$ cat src/common/sppd_pkg.sv
/*
  Package of the three-phase, six-output PWM generator: register offsets, field positions,
  reset values, mode codes and the control carrier type.
  Assumes a 32-bit AHB-Lite register bus with word-aligned registers.
*/
package sppd_pkg;

  // ----------------------------------------------------------------
  // Widths
  // ----------------------------------------------------------------
  localparam int CNT_W   = 16;
  localparam int DT_W    = 10;
  localparam int NPHASE  = 3;
  localparam int NPIN    = 6;
  localparam int PRE_W   = 7;
  localparam int SEL_W   = 3;
  localparam int ADDR_W  = 8;

  // ----------------------------------------------------------------
  // Register byte offsets
  // ----------------------------------------------------------------
  localparam logic [ADDR_W-1:0] OFS_CTRL_A   = 8'h00;
  localparam logic [ADDR_W-1:0] OFS_CTRL_B   = 8'h04;
  localparam logic [ADDR_W-1:0] OFS_MODE     = 8'h08;
  localparam logic [ADDR_W-1:0] OFS_PORT     = 8'h0C;
  localparam logic [ADDR_W-1:0] OFS_DEAD     = 8'h10;
  localparam logic [ADDR_W-1:0] OFS_DCMP0    = 8'h14;
  localparam logic [ADDR_W-1:0] OFS_PCMP     = 8'h20;
  localparam logic [ADDR_W-1:0] OFS_DBUF0    = 8'h24;
  localparam logic [ADDR_W-1:0] OFS_PBUF     = 8'h30;
  localparam logic [ADDR_W-1:0] OFS_COUNT    = 8'h34;
  localparam logic [ADDR_W-1:0] OFS_STATUS   = 8'h38;
  localparam logic [ADDR_W-1:0] WORD_STEP    = 8'h04;

  // ----------------------------------------------------------------
  // Field positions
  // ----------------------------------------------------------------
  localparam int CTA_CE_BIT   = 0;
  localparam int CTA_DIRECT_COMPARE_WRITE_ENABLE_BIT = 1;
  localparam int CTA_B3_BIT   = 2;
  localparam int CTA_SEL_LSB  = 3;
  localparam int CTB_DTE_BIT  = 0;
  localparam int MODE_LSB     = 0;
  localparam int MODE_ALV_BIT = 2;
  localparam int ST_DOWN_BIT  = 0;
  localparam int ST_FIRST_BIT = 1;
  localparam int ST_FF_LSB    = 2;

  // ----------------------------------------------------------------
  // Mode codes and reset values
  // ----------------------------------------------------------------
  localparam logic [1:0] MODE_SYM  = 2'h0;
  localparam logic [1:0] MODE_ASYM = 2'h1;
  localparam logic [1:0] MODE_SAW  = 2'h2;

  localparam logic [CNT_W-1:0] CNT_ZERO  = 16'h0000;
  localparam logic [CNT_W-1:0] CNT_ONE   = 16'h0001;
  localparam logic [CNT_W-1:0] PCMP_RST  = 16'hFFFF;
  localparam logic [CNT_W-1:0] CMP_RST   = 16'h0000;
  localparam logic [DT_W-1:0]  DT_RST    = 10'h000;
  localparam logic [DT_W-1:0]  DT_ZERO   = 10'h000;
  localparam logic [DT_W-1:0]  DT_ONE    = 10'h001;
  localparam logic [PRE_W-1:0] PRE_ONE   = 7'h01;
  localparam logic [1:0]       HTRANS_NS = 2'h2;

  typedef struct packed {
    logic [SEL_W-1:0] clk_sel;
    logic             period_xfer;
    logic             direct_wr;
    logic             count_en;
  } sppd_ctrl_t;

  localparam sppd_ctrl_t CTRL_RST = '0;

endpackage

$ cat src/verilog/sppd_dead_time.sv
/*
  One phase pair of the dead-time stage: turns a phase flip-flop into the
  positive and negative activity of its two pins, delaying every activation while run and dt_en are high.
  Assumes the phase flip-flop is on hclk and the setting is stable while used.
*/
`timescale 1ns/1ns
module sppd_dead_time
  import sppd_pkg::*;
(
  input  wire logic            hclk,
  input  wire logic            hresetn,
  input  wire logic            run,
  input  wire logic            dt_en,
  input  wire logic [DT_W-1:0] dt_set,
  input  wire logic            phase_ff,
  output logic                 pos_act_ff,
  output logic                 neg_act_ff
);

  logic            prev_ff;
  logic [DT_W-1:0] dt_cnt_ff;
  logic            busy_ff;
  logic            edge_seen;
  logic            block;

  assign edge_seen = phase_ff ^ prev_ff;
  // Block from the change for setting plus one clocks
  assign block = dt_en & (edge_seen | (busy_ff & (dt_cnt_ff != DT_ZERO)));

  // ----------------------------------------------------------------
  // Dead-time counter
  // ----------------------------------------------------------------
  always_ff @(posedge hclk or negedge hresetn)
  begin
    if (!hresetn)
    begin
      prev_ff   <= 1'b0;
      dt_cnt_ff <= DT_RST;
      busy_ff   <= 1'b0;
    end
    else if (!run)
    begin
      prev_ff   <= 1'b0;
      dt_cnt_ff <= DT_RST;
      busy_ff   <= 1'b0;
    end
    else
    begin
      prev_ff <= phase_ff;
      if (edge_seen && dt_en)
      begin
        dt_cnt_ff <= dt_set;
        busy_ff   <= 1'b1;
      end
      else if (busy_ff)
      begin
        // Stops instead of wrapping below zero
        if (dt_cnt_ff == DT_ZERO)
          busy_ff <= 1'b0;
        else
          dt_cnt_ff <= dt_cnt_ff - DT_ONE;
      end
    end
  end

  // ----------------------------------------------------------------
  // Pin activity; both sides share one register delay
  // ----------------------------------------------------------------
  always_ff @(posedge hclk or negedge hresetn)
  begin
    if (!hresetn)
    begin
      pos_act_ff <= 1'b0;
      neg_act_ff <= 1'b0;
    end
    else
    begin
      pos_act_ff <= phase_ff & ~block;
      neg_act_ff <= ~phase_ff & ~block;
    end
  end

endmodule

$ cat src/verilog/sppd_pwm.sv
/*
  Six-output three-phase PWM generator with dead time, AHB-Lite register slave.
  Covers symmetric and asymmetric triangular modes and the sawtooth mode.
  Assumes a single hclk domain and a host that keeps the software obligations.
*/
// The AHB-Lite slave port and the address map are this design's own decisions.
`timescale 1ns/1ns
module sppd_pwm
  import sppd_pkg::*;
(
  input  wire logic              hclk,
  input  wire logic              hresetn,
  input  wire logic              hsel,
  input  wire logic [31:0]       haddr,
  input  wire logic [1:0]        htrans,
  input  wire logic              hwrite,
  input  wire logic [2:0]        hsize,
  input  wire logic [31:0]       hwdata,
  input  wire logic              hready,
  output logic                   hreadyout,
  output logic                   hresp,
  output logic [31:0]            hrdata,
  output logic [NPIN-1:0]        phase_out,
  output logic [NPIN-1:0]        phase_oe,
  output logic                   underflow_event,
  output logic                   period_match_event
);

  // ----------------------------------------------------------------
  // Declarations
  // ----------------------------------------------------------------
  sppd_ctrl_t             ctrl_ff;
  logic                   dt_en_ff;
  logic [1:0]             mode_ff;
  logic                   alv_high_ff;
  logic [NPIN-1:0]        port_fn_ff;
  logic [DT_W-1:0]        dead_time_ff;
  logic [CNT_W-1:0]       duty_cmp_ff [NPHASE];
  logic [CNT_W-1:0]       duty_buf_ff [NPHASE];
  logic [CNT_W-1:0]       period_cmp_ff;
  logic [CNT_W-1:0]       period_buf_ff;
  logic [CNT_W-1:0]       counter_ff;
  logic                   down_ff;
  logic                   first_ff;
  logic [NPHASE-1:0]      phase_ff;
  logic [PRE_W-1:0]       pre_ff;
  logic                   wr_ph_ff;
  logic [ADDR_W-1:0]      addr_ph_ff;
  logic [31:0]            rdata_ff;
  logic                   addr_take;
  logic                   tick;
  logic                   at_period;
  logic                   at_zero;
  logic                   saw;
  logic                   pm_hit;
  logic                   uf_hit;
  logic                   duty_xfer;
  logic                   period_xfer;
  logic                   eff_down;
  logic [NPHASE-1:0]      pos_act;
  logic [NPHASE-1:0]      neg_act;

  // ----------------------------------------------------------------
  // Helpers
  // ----------------------------------------------------------------
  function automatic logic [PRE_W-1:0] pre_mask(input logic [SEL_W-1:0] sel);
    pre_mask = PRE_W'((1 << sel) - 1);
  endfunction

  function automatic logic word_hit(input logic [ADDR_W-1:0] a,
                                    input logic [ADDR_W-1:0] base,
                                    input int unsigned       idx);
    word_hit = (a == ADDR_W'(base + ADDR_W'(idx) * WORD_STEP));
  endfunction

  // ----------------------------------------------------------------
  // Bus slave: zero wait states, always OKAY
  // ----------------------------------------------------------------
  assign hreadyout = 1'b1;
  assign hresp     = 1'b0;
  assign hrdata    = rdata_ff;
  assign addr_take = hsel & hready & (htrans == HTRANS_NS);

  always_ff @(posedge hclk or negedge hresetn)
  begin
    if (!hresetn)
    begin
      wr_ph_ff   <= 1'b0;
      addr_ph_ff <= '0;
    end
    else
    begin
      wr_ph_ff   <= addr_take & hwrite;
      addr_ph_ff <= haddr[ADDR_W-1:0];
    end
  end

  // Read data is sampled in the address phase; counter is that cycle's value
  always_ff @(posedge hclk or negedge hresetn)
  begin
    if (!hresetn)
      rdata_ff <= '0;
    else if (addr_take && !hwrite)
    begin
      rdata_ff <= '0;
      unique case (haddr[ADDR_W-1:0])
        OFS_CTRL_A: rdata_ff[CTA_SEL_LSB+SEL_W-1:0] <= ctrl_ff;
        OFS_CTRL_B: rdata_ff[CTB_DTE_BIT]           <= dt_en_ff;
        OFS_MODE:   rdata_ff[MODE_ALV_BIT:MODE_LSB] <= {alv_high_ff, mode_ff};
        OFS_PORT:   rdata_ff[NPIN-1:0]              <= port_fn_ff;
        OFS_DEAD:   rdata_ff[DT_W-1:0]              <= dead_time_ff;
        OFS_PCMP:   rdata_ff[CNT_W-1:0]             <= period_cmp_ff;
        OFS_PBUF:   rdata_ff[CNT_W-1:0]             <= period_buf_ff;
        OFS_COUNT:  rdata_ff[CNT_W-1:0]             <= counter_ff;
        OFS_STATUS: rdata_ff[ST_FF_LSB+NPHASE-1:0]  <= {phase_ff, first_ff, down_ff};
        default:
        begin
          for (int i = 0; i < NPHASE; i++)
          begin
            if (word_hit(haddr[ADDR_W-1:0], OFS_DCMP0, i))
              rdata_ff[CNT_W-1:0] <= duty_cmp_ff[i];
            if (word_hit(haddr[ADDR_W-1:0], OFS_DBUF0, i))
              rdata_ff[CNT_W-1:0] <= duty_buf_ff[i];
          end
        end
      endcase
    end
  end

  // ----------------------------------------------------------------
  // Configuration registers
  // ----------------------------------------------------------------
  always_ff @(posedge hclk or negedge hresetn)
  begin
    if (!hresetn)
    begin
      ctrl_ff      <= CTRL_RST;
      dt_en_ff     <= 1'b0;
      mode_ff      <= MODE_SYM;
      alv_high_ff  <= 1'b0;
      port_fn_ff   <= '0;
      dead_time_ff <= DT_RST;
    end
    else if (wr_ph_ff)
    begin
      unique case (addr_ph_ff)
        OFS_CTRL_A: ctrl_ff      <= hwdata[CTA_SEL_LSB+SEL_W-1:0];
        OFS_CTRL_B: dt_en_ff     <= hwdata[CTB_DTE_BIT];
        OFS_MODE:
        begin
          mode_ff     <= hwdata[MODE_LSB+1:MODE_LSB];
          alv_high_ff <= hwdata[MODE_ALV_BIT];
        end
        OFS_PORT:   port_fn_ff   <= hwdata[NPIN-1:0];
        OFS_DEAD:   dead_time_ff <= hwdata[DT_W-1:0];
        default:    ;
      endcase
    end
  end

  // ----------------------------------------------------------------
  // Count clock prescaler
  // ----------------------------------------------------------------
  assign tick = ctrl_ff.count_en && ((pre_ff & pre_mask(ctrl_ff.clk_sel)) == pre_mask(ctrl_ff.clk_sel));

  always_ff @(posedge hclk or negedge hresetn)
  begin
    if (!hresetn)
      pre_ff <= '0;
    else if (!ctrl_ff.count_en || tick)
      pre_ff <= '0;
    else
      pre_ff <= pre_ff + PRE_ONE;
  end

  // ----------------------------------------------------------------
  // Event decode
  // ----------------------------------------------------------------
  assign saw       = (mode_ff == MODE_SAW);
  assign at_period = (counter_ff == period_cmp_ff);
  assign at_zero   = (counter_ff == CNT_ZERO);
  assign pm_hit    = tick & (saw | ~down_ff) & at_period;
  assign uf_hit    = tick & ~saw & down_ff & at_zero;
  // Symmetric mode ignores the period-match transfer
  assign duty_xfer   = uf_hit | (pm_hit & (mode_ff != MODE_SYM));
  assign period_xfer = ctrl_ff.period_xfer & (saw ? pm_hit : uf_hit);
  // Period match counts as down, underflow as up
  assign eff_down  = down_ff ? ~at_zero : at_period;

  assign underflow_event    = uf_hit;
  assign period_match_event = pm_hit;

  // ----------------------------------------------------------------
  // Main counter
  // ----------------------------------------------------------------
  always_ff @(posedge hclk or negedge hresetn)
  begin
    if (!hresetn)
    begin
      counter_ff <= CNT_ZERO;
      down_ff    <= 1'b0;
    end
    else if (!ctrl_ff.count_en)
    begin
      counter_ff <= CNT_ZERO;
      down_ff    <= 1'b0;
    end
    else if (tick)
    begin
      if (saw)
      begin
        down_ff    <= 1'b0;
        counter_ff <= pm_hit ? CNT_ZERO : counter_ff + CNT_ONE;
      end
      else if (pm_hit)
      begin
        down_ff    <= 1'b1;
        counter_ff <= counter_ff - CNT_ONE;
      end
      else if (uf_hit)
      begin
        down_ff    <= 1'b0;
        counter_ff <= CNT_ONE;
      end
      else
        counter_ff <= down_ff ? counter_ff - CNT_ONE : counter_ff + CNT_ONE;
    end
  end

  // ----------------------------------------------------------------
  // Period compare and buffer; hardware transfer wins over a write
  // ----------------------------------------------------------------
  always_ff @(posedge hclk or negedge hresetn)
  begin
    if (!hresetn)
    begin
      period_cmp_ff <= PCMP_RST;
      period_buf_ff <= PCMP_RST;
    end
    else
    begin
      if (period_xfer)
        period_cmp_ff <= period_buf_ff;
      else if (wr_ph_ff && addr_ph_ff == OFS_PCMP)
        period_cmp_ff <= hwdata[CNT_W-1:0];
      if (wr_ph_ff && addr_ph_ff == OFS_PBUF)
        period_buf_ff <= hwdata[CNT_W-1:0];
    end
  end

  // ----------------------------------------------------------------
  // Per-phase compare, buffer, flip-flop and dead-time stage
  // ----------------------------------------------------------------
  always_ff @(posedge hclk or negedge hresetn)
  begin
    if (!hresetn)
      first_ff <= 1'b1;
    else if (!ctrl_ff.count_en)
      first_ff <= 1'b1;
    else if (pm_hit)
      first_ff <= 1'b0;
  end

  for (genvar g = 0; g < NPHASE; g++)
  begin : g_phase
    logic [CNT_W-1:0] eff_cmp;
    logic             match;
    logic             dwr;
    logic             bwr;

    // A transfer compares against the value it brings in, the same cycle
    assign eff_cmp = duty_xfer ? duty_buf_ff[g] : duty_cmp_ff[g];
    assign match   = tick & (counter_ff == eff_cmp);
    assign dwr     = wr_ph_ff & word_hit(addr_ph_ff, OFS_DCMP0, g);
    assign bwr     = wr_ph_ff & word_hit(addr_ph_ff, OFS_DBUF0, g);

    always_ff @(posedge hclk or negedge hresetn)
    begin
      if (!hresetn)
      begin
        duty_cmp_ff[g] <= CMP_RST;
        duty_buf_ff[g] <= CMP_RST;
      end
      else
      begin
        if (duty_xfer)
          duty_cmp_ff[g] <= duty_buf_ff[g];
        else if (dwr)
          // Without direct write, a write only pulls in the buffer
          duty_cmp_ff[g] <= ctrl_ff.direct_wr ? hwdata[CNT_W-1:0] : duty_buf_ff[g];
        if (bwr)
          duty_buf_ff[g] <= hwdata[CNT_W-1:0];
      end
    end

    always_ff @(posedge hclk or negedge hresetn)
    begin
      if (!hresetn)
        phase_ff[g] <= 1'b0;
      else if (!ctrl_ff.count_en)
        phase_ff[g] <= 1'b0;
      else if (saw)
      begin
        if (first_ff && !pm_hit)
          phase_ff[g] <= 1'b0;
        else if (match)
          phase_ff[g] <= 1'b0;
        else if (pm_hit)
          phase_ff[g] <= 1'b1;
      end
      else if (match)
        phase_ff[g] <= ~eff_down;
    end

    sppd_dead_time u_dead
    (
      .hclk       (hclk),
      .hresetn    (hresetn),
      .run        (ctrl_ff.count_en),
      .dt_en      (dt_en_ff),
      .dt_set     (dead_time_ff),
      .phase_ff   (phase_ff[g]),
      .pos_act_ff (pos_act[g]),
      .neg_act_ff (neg_act[g])
    );

    // Even pins carry the positive phase, odd pins the negative
    assign phase_out[2*g]   = pos_act[g] ~^ alv_high_ff;
    assign phase_out[2*g+1] = neg_act[g] ~^ alv_high_ff;
  end

  // Pins float until their port function bit is set
  assign phase_oe = port_fn_ff;

endmodule
$ cat config.mk
export PLATFORM = sky130hd
export DESIGN_NAME = sppd_pwm
export DESIGN_NICKNAME = d
export VERILOG_FILES = /design/src/common/sppd_pkg.sv /design/src/verilog/sppd_dead_time.sv /design/src/verilog/sppd_pwm.sv
export SDC_FILE = /design/constraint.sdc
export NUM_CORES = 1
export LEC_CHECK = 0
export BUFFER_PORTS_ARGS = -buffer_cell sky130_fd_sc_hd__buf_2
export CORE_MARGIN = 2
export CORE_UTILIZATION = 30
export CTS_CLUSTER_DIAMETER = 120
export DETAILED_ROUTE_END_ITERATION = 10
export SYNTH_ARGS = -nofsm -noshare
export SYNTH_HDL_FRONTEND = slang
export SYNTH_SLANG_ARGS = --single-unit
$ cat constraint.sdc
create_clock -name hclk -period 2.9 [get_ports hclk]
set_input_delay 0.58 -clock hclk [delete_from_list [all_inputs] [get_ports hclk]]
set_output_delay 0.58 -clock hclk [all_outputs]
set_load 0.03 [all_outputs]
[Word-level counts from Yosys, hierarchy flattened]
Index checks and enable logic that the tools add are counted.
Word-level totals
  bits in registers: 249
  input port bits: 74
  logic and storage cells: 282
Cells by class
  add/sub/neg operators: 7
  equality and inequality tests: 48
  shifts and indexed selects: 1
  muxes and demuxes: 86
  bitwise operators: 56
  reductions and logical operators: 42
Operators with widths (count)
  $mux 16: 27
  $mux 10: 12
  $eq 8x6->1 const B: 12
  $eq 16x16->1: 4
  $eq 8x5->1 const B: 8
  $mux 1: 40
  $eq 8x4->1 const B: 4
  $and 1x1->1: 31
  $logic_not 10->1: 3
  $reduce_bool 10->1: 3
  $sub 10x1->10 const B: 3
  $pmux 6 s4: 1
  $reduce_and 2->1: 12
  $pmux 4 s5: 1
  $ne 3x1->1 const B: 6
  $pmux 2 s9: 1
  $add 16x1->16 const B: 1
  $eq 8x3->1 const B: 2
  $logic_not 16->1: 1
  $logic_not 8->1: 2
  $ne 4x1->1 const B: 4
  $pmux 2 s8: 1
  $sub 16x1->16 const B: 1
  $not 1->1: 10
  other kinds (22): 50

[Depth between registers and ports, before layout]
Gate-level depths: netlist (run 1).
  depth after elaboration: 16
  gate-level depth with buffers: 13
  gate-level depth less buffers: 11

[By module]
Synthesis (run 1) repeated with hierarchy kept, for this count alone.
Second synthesis, totals
  cell total of the unflattened synthesis: 1502
  area total of the unflattened synthesis: 14360.0 µm²
Modules (own cells, without submodules)
  sppd_pwm: instances 1, cells each 1253, area each 11969.0 µm², seq. area each 5221.3 µm²
  sppd_dead_time: instances 3, cells each 83, area each 797.0 µm², seq. area each 350.3 µm²

[Worst setup path after synthesis (run 1)]
No wires, ideal clock.
  path kind: register to register
  from: register counter_ff[0]
  to: register phase_ff[1]
  setup time: 79 ps
  arrival time: 2632 ps
  data required time: 2821 ps
  path slack: 189 ps
  cell stages (with the launch flop): 13
  path buffers: 1
  clock period less this slack: 2711 ps
  cells stage by stage: dfrtp_1 inv_1 ha_1 nor4b_4 nand4b_2 or2_4 o21ai_2 clkbuf_8 o22ai_1 a22oi_1 o2111ai_1 nor4_2 mux2i_1
Between the ends
  longest elaborated chain between the ends: 11
  elaborated cells between the ends (all ways): 22
  those cells by class: eq/ne: 4; mux: 7; bitwise: 7; reduce/logical: 4
Ends and longest elaborated chain
  start: declaration: line sppd_pwm.sv:42  | logic [CNT_W-1:0] counter_ff;
  start signal: assignment: line sppd_pwm.sv:213  | counter_ff <= pm_hit ? CNT_ZERO : counter_ff + CNT_ONE;
  start signal: assignment: line sppd_pwm.sv:218  | counter_ff <= counter_ff - CNT_ONE;
  start signal: assignment: line sppd_pwm.sv:226  | counter_ff <= down_ff ? counter_ff - CNT_ONE : counter_ff + CNT_ONE;
  $eq 16x16->1: line sppd_pwm.sv:180  | assign at_period = (counter_ff == period_cmp_ff);
  $and 1x1->1: line sppd_pwm.sv:182  | assign pm_hit = tick & (saw | ~down_ff) & at_period;
  $and 1x1->1: line sppd_pwm.sv:185  | assign duty_xfer = uf_hit | (pm_hit & (mode_ff != MODE_SYM));
  $or 1x1->1: line sppd_pwm.sv:185
  $mux 16: line sppd_pwm.sv:272  | assign eff_cmp = duty_xfer ? duty_buf_ff[g] : duty_cmp_ff[g];
  $eq 16x16->1: line sppd_pwm.sv:273  | assign match = tick & (counter_ff == eff_cmp);
  $and 1x1->1: line sppd_pwm.sv:273
  $mux 1: line sppd_pwm.sv:306  | else if (match)
  $mux 1: line sppd_pwm.sv:304  | if (first_ff && !pm_hit)
  $mux 1: line sppd_pwm.sv:302  | else if (saw)
  $mux 1: line sppd_pwm.sv:300  | else if (!ctrl_ff.count_en)
  end signal: indexed assignment: line sppd_pwm.sv:312  | phase_ff[g] <= ~eff_down;
  end: declaration: line sppd_pwm.sv:45  | logic [NPHASE-1:0] phase_ff;
Parallel ways exist; a longest one is shown, timed or not. The select of a mux whose other input is x is not followed.
A chain may end at the register's enable or synchronous reset.

[Worst setup path after layout (run 1)]
  from: register counter_ff[4]
  to: register phase_ff[1]
Same word-level chain as after synthesis.

==> metrics.yaml, run 1 <==
detailed_routing:
  first_iter_violations: 1382
  drt_drc_violations_left: 0
  totalWireLength_um: 57120
  drt_pass1_iterations: 6
  wl_per_cell_um: 24.37
  antenna_left: 0
  routed_via_density: 5.734
  vias: 13440
synth:
  ys_types: 83
  synthTopCellsByCount: "dfrtp_1 (216), nand2_1 (136), a21oi_1 (128)"
  synth_seq_cells: 249
  synthTopCellsByArea: "dfrtp_1 (37%), mux2_2 (7.1%), dfstp_2 (6.0%)"
  synth_flop_cell: "dfrtp_1"
  synth_edf_count: 0
  yosys.area.top_type_share_pct: 37.49
  synth-seq-area-share_pct: 43.50
  post-synth-top-count-cell: "dfrtp_1"
  syn_inst: 1505
  synth_top_area_cell: "dfrtp_1"
  ys_warn_count: 0
  mappedNetlistArea_mm2: 0.01442
  async_flop_share_pct: 100.0
  syn_avg_cell_area_um2: 9.581
sta:
  hold_ws_ns: -0.03201
  worst_pin_slew_ns: 0.7928
  clock_skew_ns: 0.01923
  grt_setup_unrepaired: "true"
  setup_viol: 5
  period_share_pct: 103.4
  fmax_mhz: 333.4
  finalCriticalPeriod_ns: 2.999
  maxSlewViolCount: 0
  slew-limit-headroom_pct: 47.15
  fin_ws_ns: -0.09910
  finalHoldViolCount: 3
worst_setup_path:
  worstPathRequired_ns: 3.39
  startpoint: "counter_ff[4]$_DFFE_PN0N_"
  crit_type: "flop to flop"
  reg2regPathDepth: 12
  cp_common_cell: "buf_4"
  critPathBufInv: 4
  r2r_slack_ns: -0.1
  critical_path.max_stage_delay_ns: 0.44
  r2r-end: "phase_ff[1]$_DFFE_PN0P_"
  rr_startpoint: "counter_ff[4]$_DFFE_PN0N_"
  critical_path.cell_chain: "buf_6, clkinvlp_4, a2111oi_1, buf_4, o2111ai_1, nand2_1, o311ai_0, a31oi_1, nand4b_1, nor4_2, buf_4, mux2i_1"
  crit_path_top_delay_cell: "a2111oi_1"
  end_kind: "flop"
  worstPathArrival_ns: 3.49
  path_delay_family: "compound AO/OA/AOI/OAI gates"
  start_kind: "flop"
  crit_fanout: 9
placement:
  place_congestion: 1.038
  dp.final_hpwl_um: 42480
  io_buffers: 60
clock_tree:
  cts_hold_buf: 0
  cts_tree: "yes"
  cts.sinks: 249
  cts_buffer_depth: 3
  clock_latency_ns: 0.58
  clk_pin_slew_ns: 0.06
  htree_levels: 1
  cts-root-buf: "clkbuf_16"
  numCtsBuffers: 27
die:
  rows: 80
  ios: 122
  initial_utilization_pct: 30.33
  core-area_mm2: 0.04755
  die_w_um: 223.2
  die-area_mm2: 0.04983
  dieHeight_um: 223.2
status:
  status: "finished, violations left"
  violations: "negative hold slack, negative setup slack"
hold_path:
  hold_class: "input port to async pin"
grt:
  grt_max_degree: 89
  grt_pass1_vias: 12869
  track_usage_pct: 22.44
  antenna_found_initial: 4
  gr-total-overflow: 0
  grt_first_pass_wirelength_um: 84250
layout:
  nets: 1789
  areaGrowthSynthToFinish_pct: 26.16
  fin_util_pct: 38.26
  drive_gt1_share_pct: 30.31
  n_antenna_cell: 0
pwr:
  power_mw: 8.073
  power.leakage_nw: 8.148
  p_per_area_mw_per_mm2: 443.8
  vdd_drop_max_v: 0.0004280
flow_run:
  cap_violations: 0
-- sequential cells by signal, summed over array words and instances (netlist names) --
name / cells
duty_cmp_ff: 48
duty_buf_ff: 48
first_ff: 1
g_phase.u_dead.prev_ff: 3
addr_ph_ff: 8
hrdata: 16
period_cmp_ff: 16
g_phase.u_dead.busy_ff: 3
dead_time_ff: 10
mode_ff: 2
phase_ff: 3
wr_ph_ff: 1
g_phase.u_dead.dt_cnt_ff: 30
period_buf_ff: 16
alv_high_ff: 1
pre_ff: 7
down_ff: 1
ctrl_ff: 6
g_phase.u_dead.pos_act_ff: 3
g_phase.u_dead.neg_act_ff: 3
phase_oe: 6
dt_en_ff: 1
counter_ff: 16
-- final cells by class --
class                      count  area (um2)
fill                        4666       29350
multi-input combinational   1125        7920
sequential                   249        6275
timing repair buffer         271        2123
clock buffer                  41       808.3
tap                          615       769.5
clock inverter                 8       157.7
inverter                      35       137.6
-- worst reg2reg max path, stage by stage, from the launching register on --
cell	delay (ns)
dfrtp_2	0.42
buf_6	0.20
clkinvlp_4	0.24
a2111oi_1	0.44
buf_4	0.20
o2111ai_1	0.15
nand2_1	0.11
o311ai_0	0.13
a31oi_1	0.19
nand4b_1	0.17
nor4_2	0.30
buf_4	0.17
mux2i_1	0.20
-- worst max-delay path by stage --
stage	end	slack, ns	cells after the start
after floorplan	phase_ff[1]$_DFFE_PN0P_	0.19	12
after global placement	phase_ff[2]$_DFFE_PN0P_	-0.21	12
after CTS	period_match_event	-0.09	9
after global routing	phase_ff[1]$_DFFE_PN0P_	-0.25	11
after detailed placement	phase_ff[2]$_DFFE_PN0P_	-0.17	12
final	phase_ff[1]$_DFFE_PN0P_	-0.1	12
-- through the flow --
step	TNS [ns]	hold slack, ns	std cells	cell area, um2	setup slack [ns]
5_1_grt	-0.9129	0.03521	2344	18190	-0.2529
3_3_place_gp	-0.7218	0.4911	2273	16620	-0.2101
2_1_floorplan	0	0.2844	1521	14480	0.1885
6_report	-0.3135	-0.03201	2344	18190	-0.09910
4_1_cts	-0.3684	0.02009	2332	17900	-0.08625
3_5_place_dp	-0.6194	0.4990	2273	16620	-0.1748
-- metal layers --
layer / routed length (um) / vias to the layer above / GRT usage, %
li1: - / 5936 / -
met1: 25600 / 6764 / 31.99
met2: 24840 / 628 / 33.95
met3: 4494 / 106 / 4.056
met4: 2162 / 6 / 8.097
met5: 22 / - / 0
-- what timing repair did --
action / in CTS / in global routing
endpoints found under the setup margin: 16 / 49
resized for setup: 49 / 44
cloned: 0 / 1
setup buffers: 11 / 12
pin swaps: 28 / 29
-- cell families (layout without fill, tap and decap cells) --
logic type | after synthesis | after routing | synth area share [%]
multiplexers | 117 | 117 | 8.912
buffers and inverters | 148 | 355 | 4.694
other | 2 | 18 | 0.05208
AO/OA/AOI/OAI | 439 | 440 | 20.90
flip-flops | 249 | 249 | 43.50
XOR/XNOR | 100 | 100 | 6.074
AND/OR/NAND/NOR | 444 | 444 | 15.34
adder cells (fa/ha/maj) | 6 | 6 | 0.5206
-- layout by cell type, fill, tap and decap left out, drive strengths merged, types with 19 or more instances in the layout --
cell / count
dfrtp: 216
nand3: 26
a221oi: 19
o211a: 24
dfstp: 33
mux2: 91
nor4: 21
xnor2: 53
nor2: 120
mux2i: 26
a222oi: 27
nand2: 137
inv: 35
nand2b: 20
clkbuf: 41
o21ai: 90
buf: 271
and3: 26
xor2: 47
nor3: 28
a21oi: 131
-- report_power, final --
part           internal [mW]  total, mW  switching [mW]
logic                  0.186      0.571           0.385
clock network           2.28       3.78            1.50
registers               3.59       3.72           0.129
total                   6.06       8.07            2.02
Power figures use the tool's default switching activity.
==> run 2, diff against run 1 <==
--- a/config.mk
+++ b/config.mk
@@ -8,8 +8,9 @@
 export BUFFER_PORTS_ARGS = -buffer_cell sky130_fd_sc_hd__buf_2
 export CORE_MARGIN = 2
 export CORE_UTILIZATION = 30
-export CTS_CLUSTER_DIAMETER = 120
+export CTS_CLUSTER_DIAMETER = 40
 export DETAILED_ROUTE_END_ITERATION = 10
+export SETUP_SLACK_MARGIN = 0.02
 export SYNTH_ARGS = -nofsm -noshare
 export SYNTH_HDL_FRONTEND = slang
 export SYNTH_SLANG_ARGS = --single-unit
==> run 2 against run 1 <==
The flow finishes with violations (negative setup slack). Final area is 1.8% higher. Register-to-register slack worse by 0.05 ns. Sequential cell count stayed put. Worst setup slack worse by 0.046 ns. Utilization is 0.69 points higher. Power is 7.2% higher. Final cell count is 1.2% higher. Critical path depth is 1 lower. Sequential power hardly changed. Fmax is 1.5% lower. Critical path type unchanged. Critical endpoint unchanged. Largest power group unchanged. Highest routed layer unchanged.
==> metrics.yaml, run 2 (synthesized netlist as in run 1, its figures left out) <==
detailed_routing:
  first_iter_violations: 1627  # was 1382
  routed_via_density: 5.761  # was 5.734
  wl_per_cell_um: 24.35  # was 24.37 um
  totalWireLength_um: 57730  # was 57120 um
  drt_pass1_iterations: 7  # was 6
  vias: 13660  # was 13440
  drt_drc_violations_left: 0  # unchanged
  antenna_left: 0  # unchanged
sta:
  setup_viol: 5  # unchanged
  fin_ws_ns: -0.1446  # was -0.09910 ns
  finalCriticalPeriod_ns: 3.045  # was 2.999 ns
  grt_setup_unrepaired: "true"  # unchanged
  worst_pin_slew_ns: 0.7768  # was 0.7928 ns
  fmax_mhz: 328.4  # was 333.4 MHz
  finalHoldViolCount: 0  # was 3
  period_share_pct: 105.0  # was 103.4%
  clock_skew_ns: 0.01474  # was 0.01923 ns
  slew-limit-headroom_pct: 48.21  # was 47.15%
  maxSlewViolCount: 0  # unchanged
clock_tree:
  cts_tree: "yes"  # unchanged
  cts_hold_buf: 0  # unchanged
  clock_latency_ns: 0.54  # was 0.58 ns
  cts-root-buf: "clkbuf_16"  # unchanged
  cts_buffer_depth: 3  # unchanged
  htree_levels: 2  # was 1
  cts.sinks: 249  # unchanged
  clk_pin_slew_ns: 0.05  # was 0.06 ns
  numCtsBuffers: 37  # was 27
grt:
  antenna_found_initial: 6  # was 4
  grt_pass1_vias: 12938  # was 12869
  use_met2_pct: 33.86  # was 33.95%
  gr-usage-met3_pct: 4.149  # was 4.056%
  grt.busiest_layer: "met2"  # unchanged
  track_usage_pct: 22.60  # was 22.44%
  gr-total-overflow: 0  # unchanged
  grt_first_pass_wirelength_um: 84440  # was 84250 um
  use_met1_pct: 32.17  # was 31.99%
  grt_max_degree: 89  # unchanged
layout:
  reg_top3: "duty_buf_ff: 48 flops, duty_cmp_ff: 48 flops, g_phase.u_dead.dt_cnt_ff: 30 flops"  # unchanged
  layout_common_cells: "dfrtp_1 (215), buf_4 (187), nand2_1 (133)"  # was dfrtp_1 (214), buf_4 (186), nand2_1 (132)
  nets: 1807  # was 1789
  drive_gt1_share_pct: 31.26  # was 30.31%
  areaGrowthSynthToFinish_pct: 28.45  # was 26.16%
  n_antenna_cell: 0  # unchanged
  final_common_cell: "dfrtp_1"  # unchanged
  final_cells: 2371  # was 2344
  fin_area_mm2: 0.01852  # was 0.01819 mm2
worst_setup_path:
  startpoint: "ctrl_ff[3]$_DFFE_PN0P_"  # was counter_ff[4]$_DFFE_PN0N_
  crit_type: "flop to flop"  # unchanged
  start_kind: "flop"  # unchanged
  reg2regPathDepth: 11  # was 12
  crit_fanout: 5  # was 9
  r2r_slack_ns: -0.14  # was -0.1 ns
  crit_end: "phase_ff[1]$_DFFE_PN0P_"  # unchanged
  rr_startpoint: "ctrl_ff[3]$_DFFE_PN0P_"  # was counter_ff[4]$_DFFE_PN0N_
  worstPathArrival_ns: 3.50  # was 3.49 ns
  r2r-end: "phase_ff[1]$_DFFE_PN0P_"  # unchanged
  worstPathRequired_ns: 3.36  # was 3.39 ns
  end_kind: "flop"  # unchanged
placement:
  io_buffers: 60  # unchanged
  placed_cells: 2273  # unchanged
  dp.final_hpwl_um: 42480  # unchanged
  place_congestion: 1.038  # unchanged
  place_area_mm2: 0.01662  # unchanged
die:
  initial_utilization_pct: 30.33  # unchanged
  ios: 122  # unchanged
  dieHeight_um: 223.2  # unchanged
  die_w_um: 223.2  # unchanged
  core-area_mm2: 0.04755  # unchanged
  rows: 80  # unchanged
  die-area_mm2: 0.04983  # unchanged
status:
  violations: "negative setup slack"  # was negative hold slack, negative setup slack
  status: "finished, violations left"  # unchanged
flow_run:
  cap_violations: 0  # unchanged
hold_path:
  hold_class: "input port to async pin"  # unchanged
pwr:
  p_per_area_mw_per_mm2: 467.2  # was 443.8 mW/mm2
  power.leakage_nw: 8.326  # was 8.148 nW
  vdd_drop_max_v: 0.0003857  # was 0.0004280 V
[run 2: cell types whose count changed in the layout (fill, tap and decap cells not counted), moves of 4 or more]
| cell | before | now |
|---|---|---|
| clkbuf_16 | 27 | 37 |
| clkinvlp_4 | 2 | 7 |
| inv_6 | 0 | 7 |
| clkbuf_8 | 8 | 4 |
| bufinv_16 | 4 | 0 |
| buf_6 | 13 | 19 |
[run 2: how the worst min path moves through the flow]
stage / slack (ns) / to / cells past startpoint / start
after floorplan: 0.28 / addr_ph_ff[0]$_DFF_PN0_ / 0 / hresetn
after global placement: 0.49 / first_ff$_DFFE_PN1N_ / 2 / first_ff$_DFFE_PN1N_
after detailed placement: 0.50 / hrdata[15]$_DFFE_PN0P_ / 1 / hrdata[15]$_DFFE_PN0P_
after CTS: 0.06 / counter_ff[8]$_DFFE_PN0N_ / 1 / hresetn
after global routing: 0.08 / counter_ff[8]$_DFFE_PN0N_ / 1 / hresetn
final: 0.01 / counter_ff[14]$_DFFE_PN0N_ / 1 / hresetn
[run 2: timing repair]
item,in CTS,in global routing
pin swaps,30,37
resized for setup,54,48
setup buffers,10,19
endpoints found under the setup margin,16,56
gates cloned,0,1
[run 2: layout make-up]
cell class | count | area (um2)
inverter | 35 | 140.1
tap | 615 | 769.5
clock buffer | 46 | 999.7
fill | 4657 | 29030
sequential | 249 | 6274
clock inverter | 22 | 200.2
multi-input combinational | 1125 | 7919
timing repair buffer | 279 | 2218
[run 2: per-stage QoR]
step                setup TNS (ns)  hold WS, ns  util [%]  total power, mW  worst slack (ns)
CTS                        -0.1751      0.06015     38.16            8.713          -0.07191
floorplan                        0       0.2844         -            4.050            0.1885
finish                     -0.3946      0.01109     38.95            8.652           -0.1446
global route                -1.106      0.07624     38.95            8.946           -0.2970
detailed placement         -0.6194       0.4990     34.96            4.347           -0.1748
global placement           -0.7218       0.4911     34.96            4.341           -0.2101
[run 2: power breakdown]
part           leakage [nW]  switching, mW  internal, mW
sequential             2.96          0.129          3.60
clock                 0.574           1.83          2.53
combinational          4.79          0.385         0.186
[run 2: critical path, stage by stage, from the launching register on]
cell	delay [ns]
dfrtp_1	0.43
o21ba_2	0.21
o22ai_1	0.38
nand2_1	0.17
nor2_1	0.43
buf_4	0.19
o311ai_0	0.11
a31oi_1	0.18
nand4b_1	0.17
nor4_2	0.31
buf_4	0.17
mux2i_1	0.20
[run 2: per-layer routing]
metal  routed length [um]  vias up  share of wire [%]
li1                     -     5973                  -
met3                 4706      132                8.2
met4                 2296       10                4.0
met1                25450     6870                 44
met5                   46        -              0.080
met2                25220      675                 44
